==> config.mk <==
export PLATFORM = sky130hd
export DESIGN_NAME = mcb_top
export DESIGN_NICKNAME = d
export VERILOG_FILES = /design/src/logic/mcb_pkg.sv /design/src/logic/mcb_top.sv
export SDC_FILE = /design/constraint.sdc
export NUM_CORES = 1
export LEC_CHECK = 0
export ABC_AREA = 1
export BUFFER_PORTS_ARGS = -buffer_cell sky130_fd_sc_hd__buf_2
export CAP_MARGIN = 20
export CORE_ASPECT_RATIO = 1.25
export CORE_MARGIN = 2
export CORE_UTILIZATION = 49
export DETAILED_ROUTE_END_ITERATION = 6
export PLACE_DENSITY = 0.8
export SYNTH_ARGS = -nofsm -noshare
export SYNTH_HDL_FRONTEND = slang
export SYNTH_SLANG_ARGS = --single-unit
==> constraint.sdc <==
create_clock -name hclk -period 1.9 [get_ports hclk]
set_clock_uncertainty 0.1 [all_clocks]
set_input_delay 0.285 -clock hclk [delete_from_list [all_inputs] [get_ports hclk]]
set_output_delay 0.285 -clock hclk [all_outputs]
set_load 0.02 [all_outputs]
==> src/logic/mcb_pkg.sv <==
// mcb_pkg: constants for the motor control configuration byte B block
// assumes a 32-bit AHB-Lite register bus and one 25 MHz clock
`default_nettype none
package mcb_pkg;
  // register byte addresses
  localparam logic [7:0] ADDR_CFG_B   = 8'h00;
  localparam logic [7:0] ADDR_BITOP   = 8'h04;
  localparam logic [7:0] ADDR_CTRL    = 8'h08;
  localparam logic [7:0] ADDR_PHASE   = 8'h0C;
  localparam logic [7:0] ADDR_ACTIVE  = 8'h10;
  localparam logic [7:0] ADDR_IRQ_ST  = 8'h14;
  localparam logic [7:0] ADDR_IRQ_CLR = 8'h18;
  localparam logic [7:0] ADDR_IRQ_EN  = 8'h1C;
  // configuration byte B fields
  localparam int BIT_EDGE_POL = 6;
  localparam int BIT_HW_DEMAG = 5;
  localparam int BIT_SIM_DEMAG = 4;
  localparam int BIT_OCV      = 3;
  localparam int BIT_OS2      = 2;
  localparam int BIT_OS1      = 1;
  localparam int BIT_OS0      = 0;
  localparam logic [7:0] CFG_B_RESET = 8'h00;
  // preloaded positions: 6,5,4,2,1,0
  localparam logic [7:0] PRELOAD_MASK = 8'h77;
  // bit operation register fields
  localparam int BITOP_VAL = 8;
  // control register fields
  localparam int CTRL_MOE   = 0;
  localparam int CTRL_DAC   = 1;
  localparam int CTRL_SR    = 2;
  localparam int CTRL_CMS   = 3;
  localparam int CTRL_PCN   = 4;
  localparam int CTRL_CURRENT_LIMIT_IRQ_ENABLE  = 5;
  localparam logic [5:0] CTRL_RESET = 6'h00;
  localparam logic [5:0] PHASE_RESET = 6'h00;
  // reset level of each motor output while outputs are disabled
  localparam logic [5:0] OUT_RESET_LEVEL = 6'h00;
  // outputs 0,2,4 are high channels, 1,3,5 low channels
  localparam logic [5:0] HIGH_CH_MASK = 6'h15;
  // interrupt status bits
  localparam int IRQ_CURRENT_LIMIT_IRQ_ENABLE  = 0;
  localparam int IRQ_HDM   = 1;
  localparam int IRQ_SDM   = 2;
  localparam int IRQ_ZC    = 3;
  localparam int IRQ_W     = 4;
  localparam logic [3:0] IRQ_RESET = 4'h0;
  // htrans encoding
  localparam logic [1:0] HTRANS_NONSEQ = 2'h2;
  typedef enum logic [1:0] {
    STEP_CD,
    STEP_DZ,
    STEP_ZC
  } mcb_step_e;
endpackage
`default_nettype wire

==> src/logic/mcb_top.sv <==
// mcb_top: configuration byte B of the motor control block, behind AHB-Lite
// assumes commutation, demag and pwm inputs come from logic on hclk,
// comparator and current loop inputs come from pins
//
// Decided for this implementation: the placing of the registers and the AHB-Lite slave port.
`timescale 1ns/1ps
`default_nettype none

// What this block does
// - preloaded bits take effect at commutation, or phase write in direct access
// - all preloaded bits move to their active copies on one update edge
// - bit 6: zero crossing on falling edge (0) or rising edge (1)
// - bit 5 enables hardware demagnetization events
// - bit 4 enables simulated demagnetization events
// - bit 3 turns overcurrent protection in voltage mode on
// - limit irq disabled: no interrupt; pwm off while current loop flag set
// - limit irq on and flag set: interrupt; protection on clears output enable
// - output reset also with three pwm outputs, only in voltage mode
// - sensorless: bits 2,1,0 pick pwm side for C-D, D-Z, Z-C steps
// - sensor mode: bit 2 for C-Z, bit 0 for Z-C, bit 1 ignored
// - direct access: only bit 0 picks pwm side
// - single-bit operation on a non-preloaded bit clears all preloaded bits
// - output enable low: every motor output at its reset level
// - direct access: outputs follow phase state, gated by pwm
module mcb_top (
  input  wire logic        hclk,
  input  wire logic        hresetn,
  input  wire logic        hsel,
  input  wire logic [31:0] haddr,
  input  wire logic [1:0]  htrans,
  input  wire logic        hwrite,
  input  wire logic [2:0]  hsize,
  input  wire logic [31:0] hwdata,
  input  wire logic        hready,
  output logic      [31:0] hrdata,
  output logic             hreadyout,
  output logic             hresp,
  input  wire logic        comm_event,
  input  wire logic        demag_event,
  input  wire logic        hw_demag_in,
  input  wire logic        sim_demag_in,
  input  wire logic        pwm_in,
  input  wire logic [5:0]  run_pattern,
  input  wire logic        bemf_cmp_pin,
  input  wire logic        current_loop_pin,
  output logic      [5:0]  motor_outputs,
  output logic             pwm_on_low,
  output logic             zc_event,
  output logic             hw_demag_evt,
  output logic             sim_demag_evt,
  output logic             irq
);

  // register state
  logic [7:0]             cfg_pre_q;
  logic [7:0]             cfg_pre_d;
  logic [7:0]             cfg_act_q;
  logic [7:0]             cfg_act_d;
  logic [5:0]             ctrl_q;
  logic [5:0]             ctrl_d;
  logic [5:0]             phase_q;
  logic [5:0]             phase_d;
  logic [3:0]             irq_st_q;
  logic [3:0]             irq_st_d;
  logic [3:0]             irq_en_q;
  logic [3:0]             irq_en_d;
  mcb_pkg::mcb_step_e     step_q;
  mcb_pkg::mcb_step_e     step_d;

  // bus data phase
  logic                   wr_pend_q;
  logic [7:0]             wr_addr_q;
  logic [31:0]            hrdata_q;
  logic [31:0]            hrdata_d;

  // synchronisers
  logic                   cmp_s1_q;
  logic                   cmp_s2_q;
  logic                   cmp_s3_q;
  logic                   clf_s1_q;
  logic                   clf_s2_q;

  // registered outputs
  logic [5:0]             out_q;
  logic [5:0]             out_d;
  logic                   low_q;
  logic                   zc_q;
  logic                   hdm_q;
  logic                   sdm_q;
  logic                   irq_q;

  // address phase decode
  wire        addr_ok   = hsel & hready & (htrans == mcb_pkg::HTRANS_NONSEQ);
  wire        wr_start  = addr_ok & hwrite;
  wire        rd_start  = addr_ok & ~hwrite;
  wire [7:0]  ra        = haddr[7:0];

  // data phase write decode
  wire        wr_cfg    = wr_pend_q & (wr_addr_q == mcb_pkg::ADDR_CFG_B);
  wire        wr_bitop  = wr_pend_q & (wr_addr_q == mcb_pkg::ADDR_BITOP);
  wire        wr_ctrl   = wr_pend_q & (wr_addr_q == mcb_pkg::ADDR_CTRL);
  wire        wr_phase  = wr_pend_q & (wr_addr_q == mcb_pkg::ADDR_PHASE);
  wire        wr_clr    = wr_pend_q & (wr_addr_q == mcb_pkg::ADDR_IRQ_CLR);
  wire        wr_en     = wr_pend_q & (wr_addr_q == mcb_pkg::ADDR_IRQ_EN);

  // single-bit operation
  wire [2:0]  bit_idx   = hwdata[2:0];
  wire        bit_val   = hwdata[mcb_pkg::BITOP_VAL];
  wire [7:0]  bit_onehot = 8'h01 << bit_idx;
  wire        bit_on_ocv = (bit_idx == 3'(mcb_pkg::BIT_OCV));
  wire        bit_no_pre = ~mcb_pkg::PRELOAD_MASK[bit_idx];

  // control fields
  wire        master_output_enable       = ctrl_q[mcb_pkg::CTRL_MOE];
  wire        dac       = ctrl_q[mcb_pkg::CTRL_DAC];
  wire        sensor    = ctrl_q[mcb_pkg::CTRL_SR];
  wire        cur_mode  = ctrl_q[mcb_pkg::CTRL_CMS];
  wire        three_pwm = ctrl_q[mcb_pkg::CTRL_PCN];
  wire        current_limit_irq_enable      = ctrl_q[mcb_pkg::CTRL_CURRENT_LIMIT_IRQ_ENABLE];

  // active configuration fields; bit 3 taken directly from cfg_pre_q
  wire        edge_pol  = cfg_act_q[mcb_pkg::BIT_EDGE_POL];
  wire        hdm_en    = cfg_act_q[mcb_pkg::BIT_HW_DEMAG];
  wire        sdm_en    = cfg_act_q[mcb_pkg::BIT_SIM_DEMAG];
  wire        overcurrent_voltage_protect       = cfg_pre_q[mcb_pkg::BIT_OCV];
  wire        os2       = cfg_act_q[mcb_pkg::BIT_OS2];
  wire        os1       = cfg_act_q[mcb_pkg::BIT_OS1];
  wire        os0       = cfg_act_q[mcb_pkg::BIT_OS0];

  // preload transfer event
  wire        update    = dac ? wr_phase : comm_event;

  // zero crossing edge on the synchronised comparator
  wire        cmp_rise  = cmp_s2_q & ~cmp_s3_q;
  wire        cmp_fall  = ~cmp_s2_q & cmp_s3_q;
  wire        zc_det    = edge_pol ? cmp_rise : cmp_fall;

  // overcurrent handling
  wire        clf       = clf_s2_q;
  wire        current_limit_irq_enable_hit  = current_limit_irq_enable & clf;
  wire        ocv_mode  = ~cur_mode | ~three_pwm;
  wire        oc_trip   = current_limit_irq_enable_hit & overcurrent_voltage_protect & ocv_mode;
  wire        pwm_gate  = pwm_in & ~clf;

  // pwm side selection
  wire        sel_less  = (step_q == mcb_pkg::STEP_CD) ? os2 :
                          (step_q == mcb_pkg::STEP_DZ) ? os1 : os0;
  wire        sel_sens  = (step_q == mcb_pkg::STEP_ZC) ? os0 : os2;
  wire        sel_low   = dac ? os0 : (sensor ? sel_sens : sel_less);

  // pwm applied on the chosen channel group
  wire [5:0]  pwm_grp   = sel_low ? ~mcb_pkg::HIGH_CH_MASK : mcb_pkg::HIGH_CH_MASK;
  wire [5:0]  pattern   = dac ? phase_q : run_pattern;
  wire [5:0]  gated     = pattern & (~pwm_grp | {6{pwm_gate}});

  // interrupt events
  wire [3:0]  irq_set   = {zc_det, sdm_en & sim_demag_in, hdm_en & hw_demag_in, current_limit_irq_enable_hit};

  // read mux
  wire [31:0] rd_cfg    = {24'h000000, 1'b0, cfg_pre_q[6:0]};
  wire [31:0] rd_ctrl   = {26'h0000000, ctrl_q};
  wire [31:0] rd_phase  = {26'h0000000, phase_q};
  wire [31:0] rd_active = {22'h000000, step_q, 1'b0, cfg_act_q[6:0]};
  wire [31:0] rd_irq    = {28'h0000000, irq_st_q};
  wire [31:0] rd_irq_en = {28'h0000000, irq_en_q};

  always_comb begin
    case (ra)
      mcb_pkg::ADDR_CFG_B:  hrdata_d = rd_cfg;
      mcb_pkg::ADDR_CTRL:   hrdata_d = rd_ctrl;
      mcb_pkg::ADDR_PHASE:  hrdata_d = rd_phase;
      mcb_pkg::ADDR_ACTIVE: hrdata_d = rd_active;
      mcb_pkg::ADDR_IRQ_ST: hrdata_d = rd_irq;
      mcb_pkg::ADDR_IRQ_EN: hrdata_d = rd_irq_en;
      default:              hrdata_d = 32'h00000000;
    endcase
  end

  // preloaded and immediate configuration
  always_comb begin
    cfg_pre_d = cfg_pre_q;
    if (wr_cfg) begin
      cfg_pre_d = {1'b0, hwdata[6:0]};
    end else if (wr_bitop) begin
      if (bit_no_pre) begin
        cfg_pre_d = (cfg_pre_q & ~mcb_pkg::PRELOAD_MASK);
        if (bit_on_ocv) begin
          cfg_pre_d[mcb_pkg::BIT_OCV] = bit_val;
        end
      end else if (bit_val) begin
        cfg_pre_d = cfg_pre_q | (bit_onehot & mcb_pkg::PRELOAD_MASK);
      end else begin
        cfg_pre_d = cfg_pre_q & ~(bit_onehot & mcb_pkg::PRELOAD_MASK);
      end
    end
  end

  // all preloaded bits move together
  always_comb begin
    cfg_act_d = cfg_act_q;
    if (update) begin
      cfg_act_d = cfg_pre_q & mcb_pkg::PRELOAD_MASK;
    end
  end

  // control; overcurrent trip wins over a software write
  always_comb begin
    ctrl_d = ctrl_q;
    if (wr_ctrl) begin
      ctrl_d = hwdata[5:0];
    end
    if (oc_trip) begin
      ctrl_d[mcb_pkg::CTRL_MOE] = 1'b0;
    end
  end

  assign phase_d  = wr_phase ? hwdata[5:0] : phase_q;
  assign irq_en_d = wr_en ? hwdata[3:0] : irq_en_q;

  // sticky status: a new event wins over a clear
  assign irq_st_d = (irq_st_q & ~(wr_clr ? hwdata[3:0] : 4'h0)) | irq_set;

  // step tracking between commutation, demag and zero crossing
  always_comb begin
    step_d = step_q;
    case (step_q)
      mcb_pkg::STEP_CD: begin
        if (demag_event & ~sensor) begin
          step_d = mcb_pkg::STEP_DZ;
        end else if (zc_det & sensor) begin
          step_d = mcb_pkg::STEP_ZC;
        end
      end
      mcb_pkg::STEP_DZ: begin
        if (zc_det) begin
          step_d = mcb_pkg::STEP_ZC;
        end
      end
      mcb_pkg::STEP_ZC: step_d = step_q;
      default:          step_d = mcb_pkg::STEP_CD;
    endcase
    if (comm_event) begin
      step_d = mcb_pkg::STEP_CD;
    end
  end

  // motor outputs
  assign out_d = master_output_enable ? gated : mcb_pkg::OUT_RESET_LEVEL;

  always_ff @(posedge hclk or negedge hresetn) begin
    if (!hresetn) begin
      wr_pend_q <= 1'b0;
      wr_addr_q <= 8'h00;
      hrdata_q  <= 32'h00000000;
    end else begin
      wr_pend_q <= wr_start;
      wr_addr_q <= ra;
      hrdata_q  <= rd_start ? hrdata_d : 32'h00000000;
    end
  end

  always_ff @(posedge hclk or negedge hresetn) begin
    if (!hresetn) begin
      cfg_pre_q <= mcb_pkg::CFG_B_RESET;
      cfg_act_q <= mcb_pkg::CFG_B_RESET;
      ctrl_q    <= mcb_pkg::CTRL_RESET;
      phase_q   <= mcb_pkg::PHASE_RESET;
      irq_st_q  <= mcb_pkg::IRQ_RESET;
      irq_en_q  <= mcb_pkg::IRQ_RESET;
      step_q    <= mcb_pkg::STEP_CD;
    end else begin
      cfg_pre_q <= cfg_pre_d;
      cfg_act_q <= cfg_act_d;
      ctrl_q    <= ctrl_d;
      phase_q   <= phase_d;
      irq_st_q  <= irq_st_d;
      irq_en_q  <= irq_en_d;
      step_q    <= step_d;
    end
  end

  always_ff @(posedge hclk or negedge hresetn) begin
    if (!hresetn) begin
      cmp_s1_q <= 1'b0;
      cmp_s2_q <= 1'b0;
      cmp_s3_q <= 1'b0;
      clf_s1_q <= 1'b0;
      clf_s2_q <= 1'b0;
    end else begin
      cmp_s1_q <= bemf_cmp_pin;
      cmp_s2_q <= cmp_s1_q;
      cmp_s3_q <= cmp_s2_q;
      clf_s1_q <= current_loop_pin;
      clf_s2_q <= clf_s1_q;
    end
  end

  always_ff @(posedge hclk or negedge hresetn) begin
    if (!hresetn) begin
      out_q <= mcb_pkg::OUT_RESET_LEVEL;
      low_q <= 1'b0;
      zc_q  <= 1'b0;
      hdm_q <= 1'b0;
      sdm_q <= 1'b0;
      irq_q <= 1'b0;
    end else begin
      out_q <= out_d;
      low_q <= sel_low;
      zc_q  <= zc_det;
      hdm_q <= hdm_en & hw_demag_in;
      sdm_q <= sdm_en & sim_demag_in;
      irq_q <= |(irq_st_d & irq_en_d);
    end
  end

  assign hrdata        = hrdata_q;
  assign hreadyout     = 1'b1;
  assign hresp         = 1'b0;
  assign motor_outputs = out_q;
  assign pwm_on_low    = low_q;
  assign zc_event      = zc_q;
  assign hw_demag_evt  = hdm_q;
  assign sim_demag_evt = sdm_q;
  assign irq           = irq_q;

endmodule
`default_nettype wire

==> results.md, run 1 <==
- Outcome: finished, final reports clean
- Syn Area/Cell: ~8.0 µm²
- Die area: around 0.0077 mm²
- Tightest Hold Check Type: in2reg
- Post-synthesis cell type count: 27
- Drt first pass iters: 5
- Clk_lat worst skew: 350 ps
- Most used DFF post-synth: dfrtp_1
- Synth Area in Simple Gates: 27.0%
- 1st-iter DRT viols: 204
- Post-synth top area share: 50.5%
- Clk slew on worst S/H paths: approximately 70 ps
- CP arrival: between 1500 and 2000 ps
- Vias in the first global route: around 2900
- Final Max Tran Viols: 0
- Fin nets: 587
- Die Span X: 78.7 µm
- Hold slack: 19.4 ps
- Htree depth: 3
- Buffer and inverter count on the worst path: 3
- Final wirelength: 8040 µm
- Initial Util: 49.9%
- Met3 Track Usage GR: 3.62%
- CTS Buf Count: 9
- Synth Register Bits: 69
- Static Leakage: 2.16 nW
- CTS root buf: clkbuf_8
- GR Util met2: 35.8%
- Layout overhead on the synthesized area: 16.9%
- Min Clock Period, post-route: around 1700 ps
- Antenna cells: 0
- Synth area leaders: dfrtp_1 50%, nand2_1 11%, nand3_1 5.9%
- Post-synth top area cell: dfrtp_1
- Mapped cell area: 0.00342 mm²
- Placed Instances: 570
- I/O Buffers: between 50 and 60
- Top Ports: roughly 130
- RSZ-0062 raised after global routing: no
- Final worst-path cycle share: 91.2%
- Placer Congestion: approximately 0.94
- Post-synth EDFFs: 0
- Remaining antenna violation count: 0
- Clock sink total: 69
- Post-cts resize count: 0
- Detailed-route via count: 2994
- Peak Freq: slightly below 600 MHz
- Synth async-reset ratio: 100%
- Grt met1 use: 27.7%
- Cells along the critical path: dlygate4sd3_1 -> buf_2 -> nor2_2 -> nand2_4 -> nor2_8 -> and2_4 -> nand2_1 -> o21ai_0 -> inv_1 -> nor2_1
- # fillers: 648
- Die H: roughly 97 µm
- Register area share after synthesis: 50.5%
- CP endpoint kind: register
- Share of cells above drive strength 1: 19.0%
- Fraction of synthesized area in multiplexers: 0%
- Max Cap Violations: 0
- Crit path max fanout: 8
- Flip-flop and latch area: 0.00173 mm²
- Most crowded layer after global routing: met2
- Critical-path top delay cell: dlygate4sd3_1
- CTS tree: done
- Syn. warnings: 0
- Longest Clk Path Bufs: 2
- Worst setup path class: in2reg
- Synth Area in XOR/XNOR: 0%
- Cell Rows: 34
- Post-DP HPWL: between 6000 and 7000 µm
- CP peak stage delay: between 500 and 600 ps
- # DRC: 0
- Final instance area: 0.00400 mm²
- Syn Inst Count: 425
- Delay-heaviest family, CP: simple AND/OR/NAND/NOR gates
- Largest family of logic cells by synthesized area: simple AND/OR/NAND/NOR gates
- Post-layout util: 58.4%
- Gr usage total: about 22%
- First-pass GRT wire length: 13200 µm
- DR WL/cell: 13.5 µm
- Dpl cell area: 0.00374 mm²
- Multi-input gate area: approximately 0.0014 mm²
- Worst VDD drop: ~320 µV
- Avg Vias per Cell: approximately 5.0
- CP Launch Type: input port
- Final hold violations: 0
- Final Non-Filler Cells: approximately 600
- Core ar.: between 0.006 and 0.007 mm²
- Grt ovf: 0
- Largest net degree at the start of global routing: 70
- Setup-failing EPs final: 0
- Adder-cell area share of the yosys netlist: 0%
- Power per cell area: about 700 mW/mm²
- Worst Path Required: 2070 ps
- Setup TNS: 0 ps
- Synth Area in Compound Gates: 10.3%
- Initial antenna violation count: 0
==> routing by layer <==
layer  share of wire [%]  wire, µm
met5                   0         0
met4                 4.4       354
met3                 7.0       562
met2                  50      3990
met1                  39      3130
==> layout by cell type, fill, tap and decap left out, drive strengths merged <==
| master | netlist | layout |
|---|---|---|
| nand3 | 40 | 40 |
| nor2 | 48 | 48 |
| clkbuf | 2 | 11 |
| clkinv | 0 | 2 |
| nand3b | 1 | 1 |
| dfrtp | 69 | 69 |
| nand2 | 104 | 104 |
| dlygate4sd3 | 0 | 9 |
| o211ai | 1 | 1 |
| nor3 | 6 | 6 |
| o21ai | 43 | 43 |
| clkinvlp | 0 | 2 |
| nand4 | 4 | 4 |
| a21oi | 23 | 23 |
| and2 | 2 | 2 |
| conb | 2 | 25 |
| buf | 29 | 63 |
| inv | 50 | 50 |
| a31oi | 1 | 1 |
==> cell usage after synthesis (2+ instances only) <==
cell type,n
nand2_1,99
dfrtp_1,69
inv_1,48
nand3_1,40
nor2_1,40
o21ai_0,36
buf_4,26
a21oi_1,23
nor2_2,6
nor3_1,5
o21ai_1,5
nand4_1,4
nand2_2,3
buf_2,2
clkbuf_1,2
conb_1,2
inv_2,2
nand2_4,2
nor2_8,2
o21ai_2,2
==> logic make-up after synthesis <==
group	after synthesis
DFF	69
AOI/OAI and AO/OA	68
other	2
buffers and inverters	81
and+or+nand+nor	205
==> cell type report <==
class	count	area share (%)
inverters	50	4.69
clock inverters	4	0.626
well taps	90	2.82
repair buffers	72	10.9
multi-input cells	298	34.2
clock buffers	11	3.53
flip-flops and latches	69	43.2
==> flip-flops by register name, indices dropped and copies added (netlist names), 2 cells and up <==
name,count
hrdata,9
irq_st_q,4
motor_outputs,6
irq_en_q,4
cfg_pre_q,7
wr_addr_q,8
step_q,2
phase_q,6
cfg_act_q,6
ctrl_q,6
==> repair_timing <==
action	4_1_cts	5_1_grt
buffers inserted	0	0
hold buffers	9	0
endpoints found under the hold margin	77	0
==> path summary, 6_finish.rpt <==
kind / start / to / slack, ps / depth (start not counted)
max: haddr[5] / hrdata[6] / 170 / 10
min: haddr[2] / wr_addr_q[2] / 20 / 1
max reg2reg: wr_addr_q[5] / cfg_act_q[5] / 220 / 7
min reg2reg: clf_s1_q / clf / 250 / 0
max in group asynchronous: hresetn / irq_st_q[3] / 1020 / 3
min in group asynchronous: hresetn / wr_addr_q[0] / 380 / 3
==> metrics by stage <==
stage               worst slack, ps  power, mW
detailed placement              249       1.77
CTS                             175       2.80
global route                   49.7       2.90
finish                          168       2.78
floorplan                       558       1.69
global placement                319       1.76
==> where the power goes <==
part | total, mW | internal (mW) | switching, mW
Sequential | 1.51 | 1.49 | 0.0166
Combinational | 0.246 | 0.0736 | 0.173
Clock | 1.02 | 0.497 | 0.527
(Power assumes the default switching activity.)
==> run 2, diff against run 1 <==
==> constraint.sdc (replaced) <==
create_clock -name hclk -period 1.9 [get_ports hclk]
set_clock_uncertainty 0.1 [all_clocks]
set_input_delay 0.19 -clock hclk [delete_from_list [all_inputs] [get_ports hclk]]
set_output_delay 0.19 -clock hclk [all_outputs]
set_load 0.02 [all_outputs]
==> results.md, run 2 (synthesis gave the netlist of run 1 again) <==
- Outcome: finished, final reports clean
- Final hold violations: 0
- Final wirelength: 8170 µm
- Initial antenna violation count: 0
- Fin nets: between 500 and 600
- Initial Util: about half
- Vias in the first global route: 2924
- Layout overhead on the synthesized area: 19.9%
- Max FFs per register: 9
- Htree depth: 3
- Hold Path End: cfg_pre_q[6]
- Post-DP HPWL: 5910 µm
- Commonest non-fill, non-tap cell in the layout: nand2_1
- Grt ovf: 0
- Post-CTS Setup Bufs: 0
- 1st-iter DRT viols: 220
- Clk slew on worst S/H paths: 80 ps
- Top Ports: about 130
- RSZ-0062 raised after global routing: no
- Tot Pwr: 3.09 mW
- Grt met1 use: 29.5%
- Final worst-path cycle share: 91.2%
- CTS tree: done
- Hold path startpoint: hwdata[6]
- Detailed-route via count: 2992
- Die Span X: 78.7 µm
- Crit path max fanout: 4
- # DRC: 0
- Power per cell area: 753 mW/mm²
- Peak Freq: 577 MHz
- Placer Congestion: 0.927
- Hold_buf cts: 15
- Avg Vias per Cell: 4.99
- Core ar.: ~0.007 mm²
- Die H: around 97 µm
- Worst Path Required: 2090 ps
- Antenna cells: 0
- CP arrival: 1920 ps
- Met3 Track Usage GR: 6.04%
- Crit Reg-Reg Startpoint: wr_addr_q[1]
- Cell Rows: 34
- Final WS setup: between 150 and 200 ps
- Clk_lat worst skew: roughly 360 ps
- Setup-failing EPs final: 0
- DR WL/cell: 13.6 µm
- CP endpoint kind: register
- Share of cells above drive strength 1: about a fifth
- Die area: 0.00767 mm²
- R2R Path End: cfg_act_q[6]
- CTS root buf: clkbuf_8
- Setup TNS: 0 ps
- Remaining antenna violation count: 0
- I/O Buffers: 55
- Worst VDD drop: 485 µV
- Longest Clk Path Bufs: 2
- Place WS: 232 ps
- CP Launch Type: input port
- CTS Buf Count: 9
- Most crowded layer after global routing: met2
- Tightest Hold Check Type: in2reg
- Reg2Reg Setup Slack: 210 ps
- Max Cap Violations: 0
- Min Clock Period, post-route: 1730 ps
- Gr usage total: 23.1%
- Largest net degree at the start of global routing: 70
- Final Max Tran Viols: 0
- Most frequent cells in the layout: 99 x nand2_1, 69 x dfrtp_1, 55 x buf_2, 48 x inv_1
- GR Util met2: a little over a third
- R2R depth: 6
- Hold path depth: 3
- First-pass GRT wire length: about 14000 µm
- Clock sink total: 69
- Post-cts resize count: 0
- Worst setup path class: in2reg
- Drt first pass iters: 4
- Static Leakage: 2.20 nW
[run 2: worst max path at each step]
stage | start | to | slack (ps) | depth (start not counted)
after detailed placement | wr_addr_q[5] | cfg_act_q[6] | 230 | 6
final | haddr[5] | hrdata[3] | 170 | 9
after global routing | wr_addr_q[5] | cfg_act_q[6] | 30 | 7
after global placement | wr_addr_q[0] | cfg_act_q[4] | 320 | 6
after floorplan | wr_addr_q[0] | cfg_act_q[2] | 560 | 7
after CTS | haddr[5] | hrdata[3] | 170 | 9
[run 2: layout make-up]
class,instances,area [µm²]
fillers,627,2750
flip-flops and latches,69,1730
multi-input cells,298,1370
repair buffers,77,490
inverters,50,188
clock buffers,10,128
well taps,90,113
clock inverters,6,87.6
[run 2: power breakdown]
group / total, mW / switching (mW) / internal [mW]
Sequential: 1.51 / 0.0170 / 1.49
Clock: 1.32 / 0.589 / 0.736
Combinational: 0.254 / 0.174 / 0.0806
Total: 3.09 / 0.779 / 2.31
[run 2: worst max-delay path, cell delays in order]
cell and delay (ps):
dlygate4sd3_1 540, buf_2 140, nor2_2 140, nand2_4 120
nor3_1 420, nand2_1 90, nand3_1 110, nor2_1 60
nor2_1 120
[run 2: through the flow]
step | util [%] | instances | area (µm²) | hold WS [ps]
2_1_floorplan | - | 448 | 3510 | -206
3_3_place_gp | 54.5 | 569 | 3740 | 135
3_5_place_dp | 54.5 | 569 | 3740 | 140
4_1_cts | 59.9 | 600 | 4100 | 9.29
5_1_grt | 59.9 | 600 | 4100 | 33.8
6_report | 59.9 | 600 | 4100 | 15.3
[run 2: routing by layer]
layer  part of all wire [%]  vias up  wire (µm)
met5                      0        -          0
met4                    3.6        0        298
met3                    6.2       22        503
met2                     50      110       4090
met1                     40     1389       3270
li1                       -     1471          -
==> run 3, diff against run 2 <==
Settings changed: HOLD_SLACK_MARGIN from default to 0.03, TNS_END_PERCENT from default to 10.
==> results.md, run 3 (synthesis gave the netlist of run 1 again) <==
- Outcome: finished, final reports clean
- Placer Congestion: between 0.9 and 1
- Sw Share: 25.0%
- Htree depth: 3
- Worst Path Required: roughly 2100 ps
- CP Launch Type: input port
- Fin nets: 595
- Hold path startpoint: hwdata[5]
- CTS tree: done
- Setup TNS: 0 ps
- Psw: 770 µW
- DR WL/cell: 13.7 µm
- Setup-failing EPs final: 0
- CTS Buf Count: 9
- Antenna cells: 0
- Die H: 97.4 µm
- # fillers: 619
- DR top layer: met4
- First-pass GRT wire length: 13700 µm
- Die Span X: 78.7 µm
- Tot Pwr: 3.08 mW
- Final Non-Filler Cells: between 600 and 700
- Flip-flop and latch area: ~0.0017 mm²
- Final wirelength: 8260 µm
- Detailed-route via count: 3070
- Post-layout util: 60.3%
- WL met3: 517 µm
- Min Clock Period, post-route: 1780 ps
- Peak Freq: 561 MHz
- Die area: 0.00767 mm²
- Static Leakage: approximately 2.2 nW
- I/O Buffers: 55
- Crit path max fanout: 3
- Final Max Tran Viols: 0
- Worst VDD drop: 485 µV
- Longest Clk Path Bufs: 2
- Crit Reg-Reg Startpoint: wr_addr_q[1]
- P_int: ~2.3 mW
- Routed length on met2: 4070 µm
- CTS root buf: clkbuf_8
- Hold slack: 46.2 ps
- RSZ-0062 raised after global routing: no
- Gr usage total: 23.2%
- Clk slew on worst S/H paths: 80 ps
- Post-CTS Setup Bufs: 0
- Logic gate share of total power: 8.4%
- Clock power frac: a little over two fifths
- Commonest non-fill, non-tap cell in the layout: nand2_1
- Largest net degree at the start of global routing: 70
- Tightest Hold Check Type: in2reg
- Avg Vias per Cell: approximately 5.1
- Drt first pass iters: 5
- # DRC: 0
- Initial antenna violation count: 0
- Initial Util: 49.9%
- Sequential fraction of design power: 48.9%
- Remaining antenna violation count: 0
- CP arrival: 1960 ps
- Place WS: 232 ps
- Max Cap Violations: 0
- Final worst-path cycle share: 93.7%
- Final WS setup: 119 ps
- Worst setup path start: haddr[1]
- Clk_lat worst skew: 350 ps
- Max FFs per register: 9
- Final hold violations: 0
- Cell Rows: 34
- Top Ports: 132
- Post-DP HPWL: 5910 µm
- Share of cells above drive strength 1: a little under a fifth
- WL met1: 3330 µm
- Post-cts resize count: 0
- Multi-input gate area: 0.00137 mm²
- Core ar.: 0.00685 mm²
- Layout overhead on the synthesized area: 20.8%
- Placed Instances: around 570
- Dpl cell area: 0.00374 mm²
- Most frequent cells in the layout: 99 x nand2_1, 69 x dfrtp_1, 55 x buf_2, 48 x inv_1
- Final instance area: between 0.004 and 0.005 mm²
- Clock sink total: just under 70
- Power per cell area: 746 mW/mm²
- Hold_buf cts: 18
- Grt ovf: 0
- Worst setup path class: in2reg
- 1st-iter DRT viols: around 220
- CP endpoint kind: register
- Vias in the first global route: 2933
==> run 3: path summary, 6_finish.rpt <==
kind / to / slack, ps / cells past startpoint
setup reg to reg: cfg_act_q[6] / 190 / 6
hold reg to reg: cmp_s2_q / 250 / 0
hold / removal: ctrl_q[5] / 50 / 3
max in group asynchronous: irq_en_q[2] / 1110 / 3
min in group asynchronous: wr_addr_q[0] / 280 / 3
setup / recovery: hrdata[3] / 120 / 9
==> run 3: area by class of cell <==
type                            count  share of cell area (%)
Sequential cell                    69                    41.8
Multi-Input combinational cell    298                    33.1
Timing Repair Buffer               80                    12.6
Inverter                           50                    4.54
Clock buffer                       10                    3.09
Tap cell                           90                    2.73
Clock inverter                      6                    2.12
==> run 3: power groups by stage <==
stage | registers [mW] | clock network, mW | logic [mW]
2_1_floorplan | 1.53 | 0 | 0.159
3_3_place_gp | 1.53 | 0 | 0.226
3_5_place_dp | 1.54 | 0 | 0.231
4_1_cts | 1.51 | 1.33 | 0.259
5_1_grt | 1.51 | 1.41 | 0.287
6_report | 1.51 | 1.31 | 0.260
==> run 3: metal layers <==
layer,track usage (%),vias to the layer above
li1,-,1479
met1,29.7,1439
met2,36.3,126
met3,6.04,26
met4,11.5,0
met5,0,-
==> run 3: worst max-delay path: stages <==
cell and delay, ps:
dlygate4sd3_1 530, buf_2 140, nor2_2 160, nand3_1 150, nor3_1 410, nand2_1 90, nand3_1 110, nor2_1 60
nor2_1 120
